--- src/hw/dout_cond_map.svh ---
// Register offsets, field positions, reset values and timing constants for the output conditioner
`ifndef DOUT_COND_MAP_SVH
`define DOUT_COND_MAP_SVH

// ==============================================================
// Register byte offsets
`define OFF_CFG_A        8'h00
`define OFF_CFG_B        8'h04
`define OFF_STATUS       8'h08

// ==============================================================
// Configuration register fields
`define CFG_SRC_LSB      0
`define CFG_SRC_W        6
`define CFG_NEG_BIT      7
`define CFG_ON_LSB       8
`define CFG_ON_W         16
`define CFG_HOLD_LSB     24
`define CFG_HOLD_W       8

// ==============================================================
// Limits and reset values
`define ON_DELAY_MAX_MS  16'hEA60
`define HOLD_MAX_MS      14'h270F
`define HOLD_UNIT_MS     14'h0028
`define DELAY_RESET      16'h0000
`define ADDR_IDX_LSB     2
`define ADDR_IDX_MSB     7

// ==============================================================
// Timing
`define TICK_PERIOD_NS   1000000
`define CLK_PERIOD_NS    8

`endif

--- src/hw/dout_cond_pkg.sv ---
// Types shared by the output conditioner files
package dout_cond_pkg;

	// ==============================================================
	// Source selection codes
	typedef enum logic [5:0] {
		SRC_NONE      = 6'h00,
		SRC_FAULT     = 6'h01,
		SRC_MAINS     = 6'h02,
		SRC_PRIMING   = 6'h03,
		SRC_JOCKEY    = 6'h04,
		SRC_PUMP1     = 6'h05,
		SRC_PUMP2     = 6'h06,
		SRC_PUMP3     = 6'h07,
		SRC_PUMP4     = 6'h08,
		SRC_PUMP5     = 6'h09,
		SRC_PUMP6     = 6'h0A
	} src_sel_e;

	typedef enum {
		ST_IDLE,
		ST_ON_WAIT,
		ST_ACTIVE,
		ST_HOLD_WAIT
	} chan_state_e;

endpackage : dout_cond_pkg

--- src/hw/digital_output_delay_conditioner.sv ---
// Two-channel extension digital output conditioner with AHB-Lite settings
//
// Overview of operation
// - Output asserts only after full turn-on delay
// - Output releases only after hold delay
// - Fault or mains source forces zero on-delay
// - Polarity selects output level when source true
// - Locked sources force active-high polarity
// - Locked sources force zero hold delay
// - Factory reset clears both delays
// - Second channel behaves like the first
// - Channels work only with board present
//
// The AHB-Lite register port and the register addresses are this design's own decisions.
`timescale 1ns/100ps
`include "dout_cond_map.svh"

module digital_output_delay_conditioner #(
	parameter int unsigned TICK_CYCLES = `TICK_PERIOD_NS / `CLK_PERIOD_NS,
	parameter int unsigned NSRC        = 64
) (
	input  wire logic            ref_clk,
	input  wire logic            rst_n,
	input  wire logic            hsel,
	input  wire logic [31:0]     haddr,
	input  wire logic [1:0]      htrans,
	input  wire logic            hwrite,
	input  wire logic [2:0]      hsize,
	input  wire logic [31:0]     hwdata,
	input  wire logic            hready,
	output logic      [31:0]     hrdata,
	output logic                 hreadyout,
	output logic                 hresp,
	input  wire logic [NSRC-1:0] sources,
	input  wire logic            board_present,
	input  wire logic            factory_reset,
	output logic                 ext_output_a,
	output logic                 ext_output_b
);

	typedef struct packed {
		logic       src_neg;
		logic [5:0] src;
		logic [15:0] on_ms;
		logic [13:0] hold_ms;
	} cfg_s;

	typedef struct packed {
		logic            wr_pend;
		logic [5:0]      wr_idx;
		logic [31:0]     rdata;
		logic [NSRC-1:0] src_s1;
		logic [NSRC-1:0] src_s2;
		logic [1:0]  pres;
		logic [1:0]  frst;
		cfg_s [1:0]  cfg;
	} top_s;

	top_s state_reg;
	top_s state_next;
	logic [1:0] rst_sync_reg;
	logic rst_sync_n;
	logic tick;
	logic [1:0] chan_out;
	logic [1:0] chan_act;
	logic [1:0] chan_src;

	// ==============================================================
	// Helpers
	function automatic logic is_locked(input logic [5:0] s);
		is_locked = (s >= 6'(dout_cond_pkg::SRC_FAULT)) &&
			(s <= 6'(dout_cond_pkg::SRC_PUMP6));
	endfunction : is_locked

	function automatic logic is_zero_on(input logic [5:0] s);
		is_zero_on = (s == 6'(dout_cond_pkg::SRC_FAULT)) ||
			(s == 6'(dout_cond_pkg::SRC_MAINS));
	endfunction : is_zero_on

	function automatic logic hits(input logic [5:0] idx, input logic [7:0] off);
		hits = (idx == off[`ADDR_IDX_MSB:`ADDR_IDX_LSB]);
	endfunction : hits

	// Apply source-driven locks on every write so forced fields never hold stale values
	function automatic cfg_s apply_write(input logic [31:0] w);
		cfg_s c;
		logic [15:0] on_v;
		logic [7:0]  hold_v;
		c.src = w[`CFG_SRC_LSB +: `CFG_SRC_W];
		on_v = w[`CFG_ON_LSB +: `CFG_ON_W];
		hold_v = w[`CFG_HOLD_LSB +: `CFG_HOLD_W];
		c.on_ms = (on_v > `ON_DELAY_MAX_MS) ? `ON_DELAY_MAX_MS : on_v;
		c.hold_ms = 14'(hold_v) * `HOLD_UNIT_MS;
		if (c.hold_ms > `HOLD_MAX_MS)
			c.hold_ms = `HOLD_MAX_MS;
		c.src_neg = w[`CFG_NEG_BIT];
		if (is_zero_on(c.src))
			c.on_ms = `DELAY_RESET;
		if (is_locked(c.src))
		begin
			c.src_neg = 1'b0;
			c.hold_ms = 14'h0000;
		end
		apply_write = c;
	endfunction : apply_write

	function automatic logic [31:0] pack_cfg(input cfg_s c);
		logic [31:0] w;
		w = 32'h00000000;
		w[`CFG_SRC_LSB +: `CFG_SRC_W] = c.src;
		w[`CFG_NEG_BIT] = c.src_neg;
		w[`CFG_ON_LSB +: `CFG_ON_W] = c.on_ms;
		w[`CFG_HOLD_LSB +: `CFG_HOLD_W] = 8'(c.hold_ms / `HOLD_UNIT_MS);
		pack_cfg = w;
	endfunction : pack_cfg

	// ==============================================================
	// Bus and settings
	always_comb
	begin
		logic take;
		logic [5:0] idx;
		take = 1'b0;
		idx = 6'h00;
		state_next = state_reg;
		// Every source is synchronised before the selector reads it
		state_next.src_s1 = sources;
		state_next.src_s2 = state_reg.src_s1;
		state_next.pres = {state_reg.pres[0], board_present};
		state_next.frst = {state_reg.frst[0], factory_reset};
		take = hsel && hready && htrans[1];
		idx = haddr[`ADDR_IDX_MSB:`ADDR_IDX_LSB];
		state_next.wr_pend = take && hwrite;
		if (take)
			state_next.wr_idx = idx;
		if (state_reg.wr_pend)
		begin
			if (hits(state_reg.wr_idx, `OFF_CFG_A))
				state_next.cfg[0] = apply_write(hwdata);
			else if (hits(state_reg.wr_idx, `OFF_CFG_B))
				state_next.cfg[1] = apply_write(hwdata);
		end
		if (take && !hwrite)
		begin
			if (hits(idx, `OFF_CFG_A))
				state_next.rdata = pack_cfg(state_reg.cfg[0]);
			else if (hits(idx, `OFF_CFG_B))
				state_next.rdata = pack_cfg(state_reg.cfg[1]);
			else if (hits(idx, `OFF_STATUS))
				state_next.rdata = {27'h0000000, state_reg.pres[1], chan_act, chan_out};
			else
				state_next.rdata = 32'h00000000;
		end
		if (state_reg.frst[1])
		begin
			state_next.cfg[0].on_ms = `DELAY_RESET;
			state_next.cfg[1].on_ms = `DELAY_RESET;
			state_next.cfg[0].hold_ms = 14'h0000;
			state_next.cfg[1].hold_ms = 14'h0000;
		end
	end

	always_ff @(posedge ref_clk or negedge rst_n)
	begin
		if (!rst_n)
			rst_sync_reg <= 2'b00;
		else
			rst_sync_reg <= {rst_sync_reg[0], 1'b1};
	end

	// Rest of the state runs on the released reset copy
	always_ff @(posedge ref_clk or negedge rst_sync_n)
	begin
		if (!rst_sync_n)
			state_reg <= '0;
		else
			state_reg <= state_next;
	end

	assign rst_sync_n = rst_sync_reg[1];
	assign hrdata = state_reg.rdata;
	assign hreadyout = 1'b1;
	assign hresp = 1'b0;

	// ==============================================================
	// Channels
	ms_tick_gen #(.TICK_CYCLES(TICK_CYCLES)) u_tick (
		.ref_clk (ref_clk),
		.rst_n   (rst_sync_n),
		.tick    (tick)
	);

	genvar g;
	generate
		for (g = 0; g < 2; g++)
		begin : g_chan
			assign chan_src[g] = state_reg.src_s2[state_reg.cfg[g].src];
			dout_chan u_chan (
				.ref_clk   (ref_clk),
				.rst_n     (rst_sync_n),
				.tick      (tick),
				.enable    (state_reg.pres[1]),
				.src_level (chan_src[g]),
				.on_ms     (state_reg.cfg[g].on_ms),
				.hold_ms   (state_reg.cfg[g].hold_ms),
				.neg       (state_reg.cfg[g].src_neg),
				.dout      (chan_out[g]),
				.active    (chan_act[g])
			);
		end
	endgenerate

	assign ext_output_a = chan_out[0];
	assign ext_output_b = chan_out[1];

endmodule : digital_output_delay_conditioner

--- src/hw/ms_tick_gen.sv ---
// Millisecond tick generator
`timescale 1ns/100ps
`include "dout_cond_map.svh"

module ms_tick_gen #(
	parameter int unsigned TICK_CYCLES = `TICK_PERIOD_NS / `CLK_PERIOD_NS
) (
	input  wire logic ref_clk,
	input  wire logic rst_n,
	output logic      tick
);

	typedef struct packed {
		logic [31:0] cnt;
		logic        tick;
	} tick_s;

	tick_s state_reg;
	tick_s state_next;

	// ==============================================================
	// Counter
	always_comb
	begin
		state_next = state_reg;
		state_next.tick = 1'b0;
		if (state_reg.cnt >= 32'(TICK_CYCLES - 1))
		begin
			state_next.cnt = 32'h00000000;
			state_next.tick = 1'b1;
		end
		else
		begin
			state_next.cnt = state_reg.cnt + 32'h00000001;
		end
	end

	always_ff @(posedge ref_clk or negedge rst_n)
	begin
		if (!rst_n)
			state_reg <= '0;
		else
			state_reg <= state_next;
	end

	assign tick = state_reg.tick;

endmodule : ms_tick_gen

--- src/hw/dout_chan.sv ---
// One conditioned output channel: on delay, hold delay, polarity
`timescale 1ns/100ps
`include "dout_cond_map.svh"

module dout_chan (
	input  wire logic        ref_clk,
	input  wire logic        rst_n,
	input  wire logic        tick,
	input  wire logic        enable,
	input  wire logic        src_level,
	input  wire logic [15:0] on_ms,
	input  wire logic [13:0] hold_ms,
	input  wire logic        neg,
	output logic             dout,
	output logic             active
);

	typedef struct packed {
		dout_cond_pkg::chan_state_e st;
		logic [15:0]                cnt;
		logic                       dout;
	} chan_s;

	chan_s state_reg;
	chan_s state_next;

	// ==============================================================
	// Helpers
	// A nonzero wait needs one tick beyond its count, as the first tick may land at once
	function automatic logic elapsed(input logic [15:0] cnt, input logic [15:0] lim);
		elapsed = (lim == `DELAY_RESET) || (cnt > lim);
	endfunction : elapsed

	// ==============================================================
	// Delay state machine
	always_comb
	begin
		logic on_now;
		on_now = 1'b0;
		state_next = state_reg;
		unique case (state_reg.st)
			dout_cond_pkg::ST_IDLE:
				if (src_level)
				begin
					state_next.st = dout_cond_pkg::ST_ON_WAIT;
					state_next.cnt = `DELAY_RESET;
				end
			dout_cond_pkg::ST_ON_WAIT:
				if (!src_level)
					state_next.st = dout_cond_pkg::ST_IDLE;
				else if (elapsed(state_reg.cnt, on_ms))
					state_next.st = dout_cond_pkg::ST_ACTIVE;
				else if (tick)
					state_next.cnt = state_reg.cnt + 16'h0001;
			dout_cond_pkg::ST_ACTIVE:
				if (!src_level)
				begin
					state_next.st = dout_cond_pkg::ST_HOLD_WAIT;
					state_next.cnt = `DELAY_RESET;
				end
			dout_cond_pkg::ST_HOLD_WAIT:
				if (src_level)
					state_next.st = dout_cond_pkg::ST_ACTIVE;
				else if (elapsed(state_reg.cnt, {2'b00, hold_ms}))
					state_next.st = dout_cond_pkg::ST_IDLE;
				else if (tick)
					state_next.cnt = state_reg.cnt + 16'h0001;
		endcase
		if (!enable)
			state_next.st = dout_cond_pkg::ST_IDLE;
		on_now = (state_next.st == dout_cond_pkg::ST_ACTIVE) ||
			(state_next.st == dout_cond_pkg::ST_HOLD_WAIT);
		// Board absent forces a quiet low output regardless of polarity
		state_next.dout = enable ? (on_now ^ neg) : 1'b0;
	end

	always_ff @(posedge ref_clk or negedge rst_n)
	begin
		if (!rst_n)
			state_reg <= '{st: dout_cond_pkg::ST_IDLE, cnt: 16'h0000, dout: 1'b0};
		else
			state_reg <= state_next;
	end

	assign dout = state_reg.dout;
	assign active = (state_reg.st == dout_cond_pkg::ST_ACTIVE) ||
		(state_reg.st == dout_cond_pkg::ST_HOLD_WAIT);

endmodule : dout_chan

--- config.mk ---
export PLATFORM = sky130hd
export DESIGN_NAME = digital_output_delay_conditioner
export DESIGN_NICKNAME = d
export VERILOG_FILES = /design/src/hw/dout_cond_pkg.sv /design/src/hw/digital_output_delay_conditioner.sv /design/src/hw/ms_tick_gen.sv /design/src/hw/dout_chan.sv
export VERILOG_INCLUDE_DIRS = /design/src /design/src/hw
export SDC_FILE = /design/constraint.sdc
export NUM_CORES = 1
export LEC_CHECK = 0
export BUFFER_PORTS_ARGS = -buffer_cell sky130_fd_sc_hd__buf_2
export CORE_MARGIN = 10
export CORE_UTILIZATION = 60
export CTS_CLUSTER_DIAMETER = 40
export CTS_CLUSTER_SIZE = 10
export DETAILED_ROUTE_END_ITERATION = 7
export GPL_TIMING_DRIVEN = 0
export MAX_ROUTING_LAYER = met4
export PLACE_DENSITY = 0.87
export REMOVE_ABC_BUFFERS = 1
export SKIP_LAST_GASP = 1
export SLEW_MARGIN = 20
export SYNTH_ARGS = -nofsm -noshare
export SYNTH_HDL_FRONTEND = slang
export SYNTH_SLANG_ARGS = --single-unit
--- constraint.sdc ---
create_clock -name ref_clk -period 13.2 [get_ports ref_clk]
set_input_delay 2.64 -clock ref_clk [delete_from_list [all_inputs] [get_ports ref_clk]]
set_output_delay 2.64 -clock ref_clk [all_outputs]
set_load 0.005 [all_outputs]
==> flow_summary.json, run 1 <==
{
  "dp_cells": 2104,
  "postCtsSetupBuffers": 0,
  "path_max_fanout": 6,
  "synth_top_area_share_pct": 51.42,
  "setup_viol": 0,
  "skew_ns": 0.01626,
  "fmax_mhz": 191.7,
  "cp-start-kind": "input pin",
  "powerDensity_nw_per_um2": 141.4,
  "grt-ovfl-total": 0,
  "h-tree-depth": 2,
  "synth_edf_count": 0,
  "yosysSeqAreaShare_pct": 51.42,
  "syn-cell-area_um2": 18150,
  "worst_pin_slew_ns": 1.187,
  "firstDrtPassIters": 6,
  "drtAntennaViolNets": 0,
  "grt_pass1_wl_um": 76420,
  "path_class": "input pin to flip-flop",
  "cts_root_buf": "clkbuf_16",
  "start_util_pct": 61.09,
  "outcome": "completed",
  "vias_per_cell": 6.478,
  "drt_wl_total_um": 47480,
  "antenna_found_initial": 5,
  "timing.reg2reg.setup_slack_ns": 8.46,
  "yosysWarnings": 0,
  "largest_reg_flops": 143,
  "fin_area_um2": 20690,
  "fin_nets": 1982,
  "reg2reg_to": "g_chan[1].u_chan.state_reg[16]",
  "drv_slew": 0,
  "grt_usage_pct": 25.25,
  "via_count": 14128,
  "p_total_mw": 2.926,
  "gp_congestion": 0.9814,
  "postCtsHoldBufs": 0,
  "syn2layout_area_growth_pct": 13.99,
  "grt_pass1_vias": 14330,
  "design.core.area_um2": 29720,
  "synth.area.top_cells": "dfrtp_1 (51%), ha_1 (5.2%), mux4_2 (5.1%)",
  "hp-class": "flip-flop to asynchronous set/reset pin",
  "fin_crit_ns": 5.217,
  "critPathArrivalTime_ns": 5.61,
  "endpoint_kind": "flip-flop",
  "cts_resized": 0,
  "synth-seq-cells": 373,
  "first_iter_violations": 1551,
  "clock-sinks": 373,
  "dp_hpwl_um": 33150,
  "ys_types": 86,
  "max-slew-margin-rel_pct": 20.68,
  "rows": 63,
  "rsz0062_at_grt": "no",
  "yosysMostFrequentCell": "dfrtp_1",
  "clock_latency_ns": 0.56,
  "drive_gt1_share_pct": 17.47,
  "whs_ns": 0.2554,
  "cts.path.max_buffers": 3,
  "die-area_um2": 37610,
  "period_share_pct": 39.52,
  "fp.dieW_um": 193.9,
  "clk_pin_slew_ns": 0.05,
  "yosys-top-cells-count": "dfrtp_1 (373), nor2_1 (150), nand2_1 (79), a21oi_1 (76), ha_1 (75)",
  "timing.rr.start": "state_reg[67]",
  "io_pins": 176,
  "final_cells": 2181,
  "port_buffers": 141,
  "placed_cell_area_um2": 19150,
  "maxCapViolCount": 0,
  "startpoint": "hwdata[25]",
  "async_reset_ff_share_pct": 100.0,
  "numCtsBuffers": 50,
  "p_leak_nw": 9.342,
  "r2r_cells": 9,
  "drc": 0,
  "die_height_um": 193.9,
  "syn_area_per_cell_um2": 10.99,
  "cts_tree": "built",
  "crit_end": "state_reg[44]",
  "critPathRequiredTime_ns": 13.59,
  "hold_viol": 0,
  "ir_worst_vdd_mv": 0.1184,
  "synth_cells": 1652,
  "synth-main-ff-cell": "dfrtp_1",
  "synth_top_area_cell": "dfrtp_1",
  "avgRoutedWirePerCell_um": 21.77,
  "grt_max_degree": 60
}
-- worst max-delay path, stage by stage --
cell      delay (ns)
buf_2           0.13
ha_1            0.29
ha_1            0.17
inv_1           0.06
fa_1            0.39
inv_1           0.07
a21oi_1         0.06
o21bai_1        0.19
a21o_1          0.15
a21oi_1         0.07
xnor2_1         0.28
a311o_1         0.27
nor2b_1         0.38
nor2_1          0.20
a22oi_1         0.18
nor2_1          0.06
-- logic make-up after synthesis --
kind of cell	count (synthesis)	synth area share [%]
AND/OR/NAND/NOR	530	15.24
AO/OA/AOI/OAI	374	14.40
flip-flops	373	51.42
buffers and inverters	186	4.797
adder cells (fa/ha/maj)	78	5.390
multiplexers	70	6.837
XOR/XNOR	39	1.882
other	2	0.04137
-- per-stage QoR --
step           setup TNS (ns)  worst slack (ns)  util (%)
6_report                    0             7.983     69.64
3_5_place_dp                0             7.455     64.44
3_3_place_gp          -383.39            -1.063     63.32
2_1_floorplan               0             2.034         -
5_1_grt                     0             7.643     69.64
4_1_cts                     0             8.018     69.57
-- area by class of cell --
class / count / area (um^2)
diodes: 5 / 12.51
clock buffers: 57 / 1297
clock inverters: 15 / 227.7
fillers: 1994 / 9024
inverters: 74 / 277.8
multi-input cells: 1110 / 8059
flip-flops and latches: 373 / 9340
well taps: 390 / 488.0
repair buffers: 157 / 991.0
-- worst min path at each step --
stage	to	slack (ns)
CTS	state_next[77]	0.28
global route	g_chan[0].u_chan.state_reg[31]	0.30
detailed placement	state_next[77]	0.28
global placement	state_reg[77]	0.33
finish	state_next[77]	0.26
floorplan	rst_sync_reg[1]	0.33
-- placed cells by master, fill, tap and decap left out, types with 11 or more instances in the layout --
| cell | count |
|---|---|
| dfrtp_1 | 370 |
| o21ai_1 | 15 |
| o211ai_1 | 11 |
| o21a_1 | 16 |
| mux4_2 | 41 |
| ha_1 | 75 |
| nor2b_1 | 17 |
| a22o_1 | 24 |
| a221oi_1 | 22 |
| a31oi_1 | 11 |
| xnor2_1 | 20 |
| nand2_1 | 79 |
| o21ai_0 | 54 |
| o31ai_1 | 21 |
| a21oi_1 | 74 |
| a22oi_1 | 21 |
| mux2_2 | 22 |
| a21o_1 | 19 |
| nand3_1 | 35 |
| inv_1 | 68 |
| or4_1 | 15 |
| and3_1 | 44 |
| nor3_1 | 19 |
| or3_1 | 16 |
| xor2_1 | 19 |
| nor2_1 | 148 |
| conb_1 | 19 |
| buf_2 | 141 |
| nand4_1 | 35 |
| and2_1 | 35 |
| clkbuf_16 | 50 |
| nor4_1 | 38 |
-- report_power, final --
part | switching [mW] | internal (mW) | total, mW
registers | 0.0697 | 1.20 | 1.27
logic | 0.227 | 0.165 | 0.392
clock network | 0.485 | 0.776 | 1.26
-- layer usage --
layer	up-vias	global-route usage [%]	wire (um)
li1	6268	-	-
met2	740	40.04	22790
met1	6970	31.40	18630
met3	150	5.325	4267
met4	0	9.597	1792
met5	-	-	0
Note: power is estimated with default switching activity, not from simulation.
==> run 2, diff against run 1 <==
Settings changed: ABC_AREA from default to 1.
Clock period 13.2 ns to 4.85 ns, I/O delays scaled along.
==> run 2 against run 1 <==
Compared with the run above:
- sequential share of layout area increased by 0.45 points
- critical endpoint is now g_chan[1].u_chan.state_reg[16]
- sequential power rose to 2.7 times the previous value
- highest routed layer unchanged
- critical path type is now flip-flop to flip-flop
- via count rose by 8.9%
==> flow_summary.json, run 2 <==
{
  "worst_pin_slew_ns": 1.077,
  "path_class": "flip-flop to flip-flop",
  "p_total_mw": 8.212,
  "grt_max_degree": 64,
  "synth_cells": 2017,
  "yosysSeqAreaShare_pct": 51.98,
  "critPathArrivalTime_ns": 5.02,
  "setup_viol": 0,
  "grt_pass1_wl_um": 77120,
  "yosys-top-cells-count": "dfrtp_1 (373), nand2_1 (290), nor2_1 (238), inv_1 (218), o21ai_0 (147)",
  "syn-cell-area_um2": 17960,
  "async_reset_ff_share_pct": 100.0,
  "path_max_fanout": 22,
  "drtAntennaViolNets": 0,
  "design.core.area_um2": 29560,
  "clock-sinks": 373,
  "synth-seq-cells": 373,
  "yosysMostFrequentCell": "dfrtp_1",
  "cts.path.max_buffers": 3,
  "max-slew-margin-rel_pct": 27.86,
  "firstDrtPassIters": 7,
  "dp_hpwl_um": 33200,
  "cp-start-kind": "flip-flop",
  "mostFrequentLayoutCell": "dfrtp_1",
  "postCtsSetupBuffers": 0,
  "fill_cells": 2123,
  "numCtsBuffers": 51,
  "antenna_found_initial": 10,
  "clk_pin_slew_ns": 0.06,
  "syn_area_per_cell_um2": 8.903,
  "largest_reg_flops": 143,
  "grt.met1_usage_pct": 29.90,
  "cts_tree": "built",
  "vias_per_cell": 5.977,
  "clock_latency_ns": 0.56,
  "regArea_um2": 9343,
  "synth_edf_count": 0,
  "drv_slew": 0,
  "mostFrequentLayoutCells": "dfrtp_1 (370), nand2_1 (289), nor2_1 (238), inv_1 (217), buf_2 (148)",
  "port_buffers": 141,
  "first_iter_violations": 1709,
  "critPathRequiredTime_ns": 5.28,
  "fp.dieW_um": 193,
  "rsz0062_at_grt": "no",
  "fmax_mhz": 217.7,
  "grt-ovfl-total": 0,
  "grt_usage_pct": 26.41,
  "p_leak_nw": 10.02,
  "synth_top_area_cell": "dfrtp_1",
  "period_share_pct": 94.72,
  "endpoint_kind": "flip-flop",
  "grt_pass1_vias": 15668,
  "synth-main-ff-cell": "dfrtp_1",
  "fin_util_pct": 69.33,
  "grt.busiest_layer": "met2",
  "ir_worst_vdd_mv": 0.5050,
  "via_count": 15392,
  "skew_ns": 0.02556,
  "maxCapViolCount": 0,
  "timing.rr.start": "state_reg[68]",
  "outcome": "completed",
  "yosysWarnings": 0,
  "ys_types": 67,
  "syn2layout_area_growth_pct": 14.13,
  "synth_top_area_share_pct": 51.98,
  "fin_nets": 2370,
  "fin_area_um2": 20490,
  "hp-class": "input pin to asynchronous set/reset pin",
  "drc": 0,
  "gr-usage-met3_pct": 6.673,
  "cts_root_buf": "clkbuf_16",
  "placed_cell_area_um2": 18930,
  "start_util_pct": 60.75,
  "postCtsHoldBufs": 0,
  "multi_input_area_um2": 7291,
  "avgRoutedWirePerCell_um": 18.54,
  "fin_crit_ns": 4.594,
  "h-tree-depth": 2,
  "hold_viol": 0,
  "die-area_um2": 37250,
  "drive_gt1_share_pct": 14.85,
  "io_pins": 176,
  "die_height_um": 193,
  "startpoint": "state_reg[68]",
  "rows": 63,
  "met2_usage_pct": 43.19,
  "gp_congestion": 0.9476,
  "powerDensity_nw_per_um2": 400.7,
  "synth.area.top_cells": "dfrtp_1 (52%), nand2_1 (6.1%), ha_1 (5.2%)",
  "drt_wl_total_um": 47740
}
run 2: area by class of cell:
class	instances	share of cell area [%]
Timing Repair Buffer	155	4.457
Inverter	242	4.493
Multi-Input combinational cell	1330	35.57
Sequential cell	373	45.59
Tap cell	390	2.381
Antenna cell	10	0.1221
Clock buffer	58	6.600
Timing Repair inverter	1	0.02442
Clock inverter	16	0.7631
run 2: path summary, 6_finish.rpt:
path	to	slack [ns]	cells after the start
setup / recovery	g_chan[1].u_chan.state_reg[16]	0.26	21
hold / removal	rst_sync_reg[1]	0.19	1
setup reg to reg	g_chan[1].u_chan.state_reg[16]	0.26	21
hold reg to reg	state_reg[118]	0.33	0
max in group asynchronous	g_chan[0].u_chan.state_reg[30]	3.44	2
min in group ref_clk	state_reg[118]	0.33	0
run 2: worst max-delay path, cell delays in order (launching register included):
cell        delay [ns]
dfrtp_1           0.63
inv_2             0.42
o21ai_0           0.19
o22ai_1           0.24
o21ai_0           0.11
o211ai_1          0.19
o211ai_1          0.18
nand2_4           0.29
clkinvlp_4        0.28
o21ai_1           0.20
nand3_2           0.14
nor3_2            0.21
nand2_1           0.14
nor4b_2           0.35
and3_1            0.28
nand2_1           0.09
nor2_1            0.13
nand2_1           0.07
clkinv_1          0.08
nand3_1           0.07
nand2_1           0.08
nor2_1            0.06
run 2: routing by layer:
metal / wire length, um / vias to the layer above
met5: 0 / -
met4: 2475 / 0
met3: 4259 / 211
met2: 22920 / 788
met1: 18080 / 7341
li1: - / 7052
run 2: cell families after synthesis:
kind of cell / synth area share [%]
simple gates: 19.99
compound gates: 14.05
flops: 51.98
buf+inv: 7.922
fa+ha+maj: 5.337
xor+xnor: 0.4390
mux: 0.2369
other cells: 0.04182
run 2: power by group:
group | internal [mW] | switching, mW
logic | 0.484 | 0.913
registers | 3.27 | 0.184
clock network | 2.03 | 1.34
total | 5.78 | 2.43
run 2: repair_timing:
item,CTS,global route
endpoints found under the setup margin,15,7
gates cloned,0,1
gates resized for setup,3,7
pin swaps,0,0
run 2: per-stage QoR:
stage / setup TNS [ns] / instances / hold slack [ns] / worst slack, ns
final: 0 / 2575 / 0.1872 / 0.2561
after global routing: 0 / 2575 / 0.1773 / 0.02577
after CTS: -0.001519 / 2564 / 0.1753 / -0.001519
after detailed placement: -3.201 / 2490 / 0.3347 / -0.6257
after global placement: -3553.10 / 2476 / 0.3316 / -9.477
after floorplan: -2343.08 / 1945 / 0.3312 / -6.316
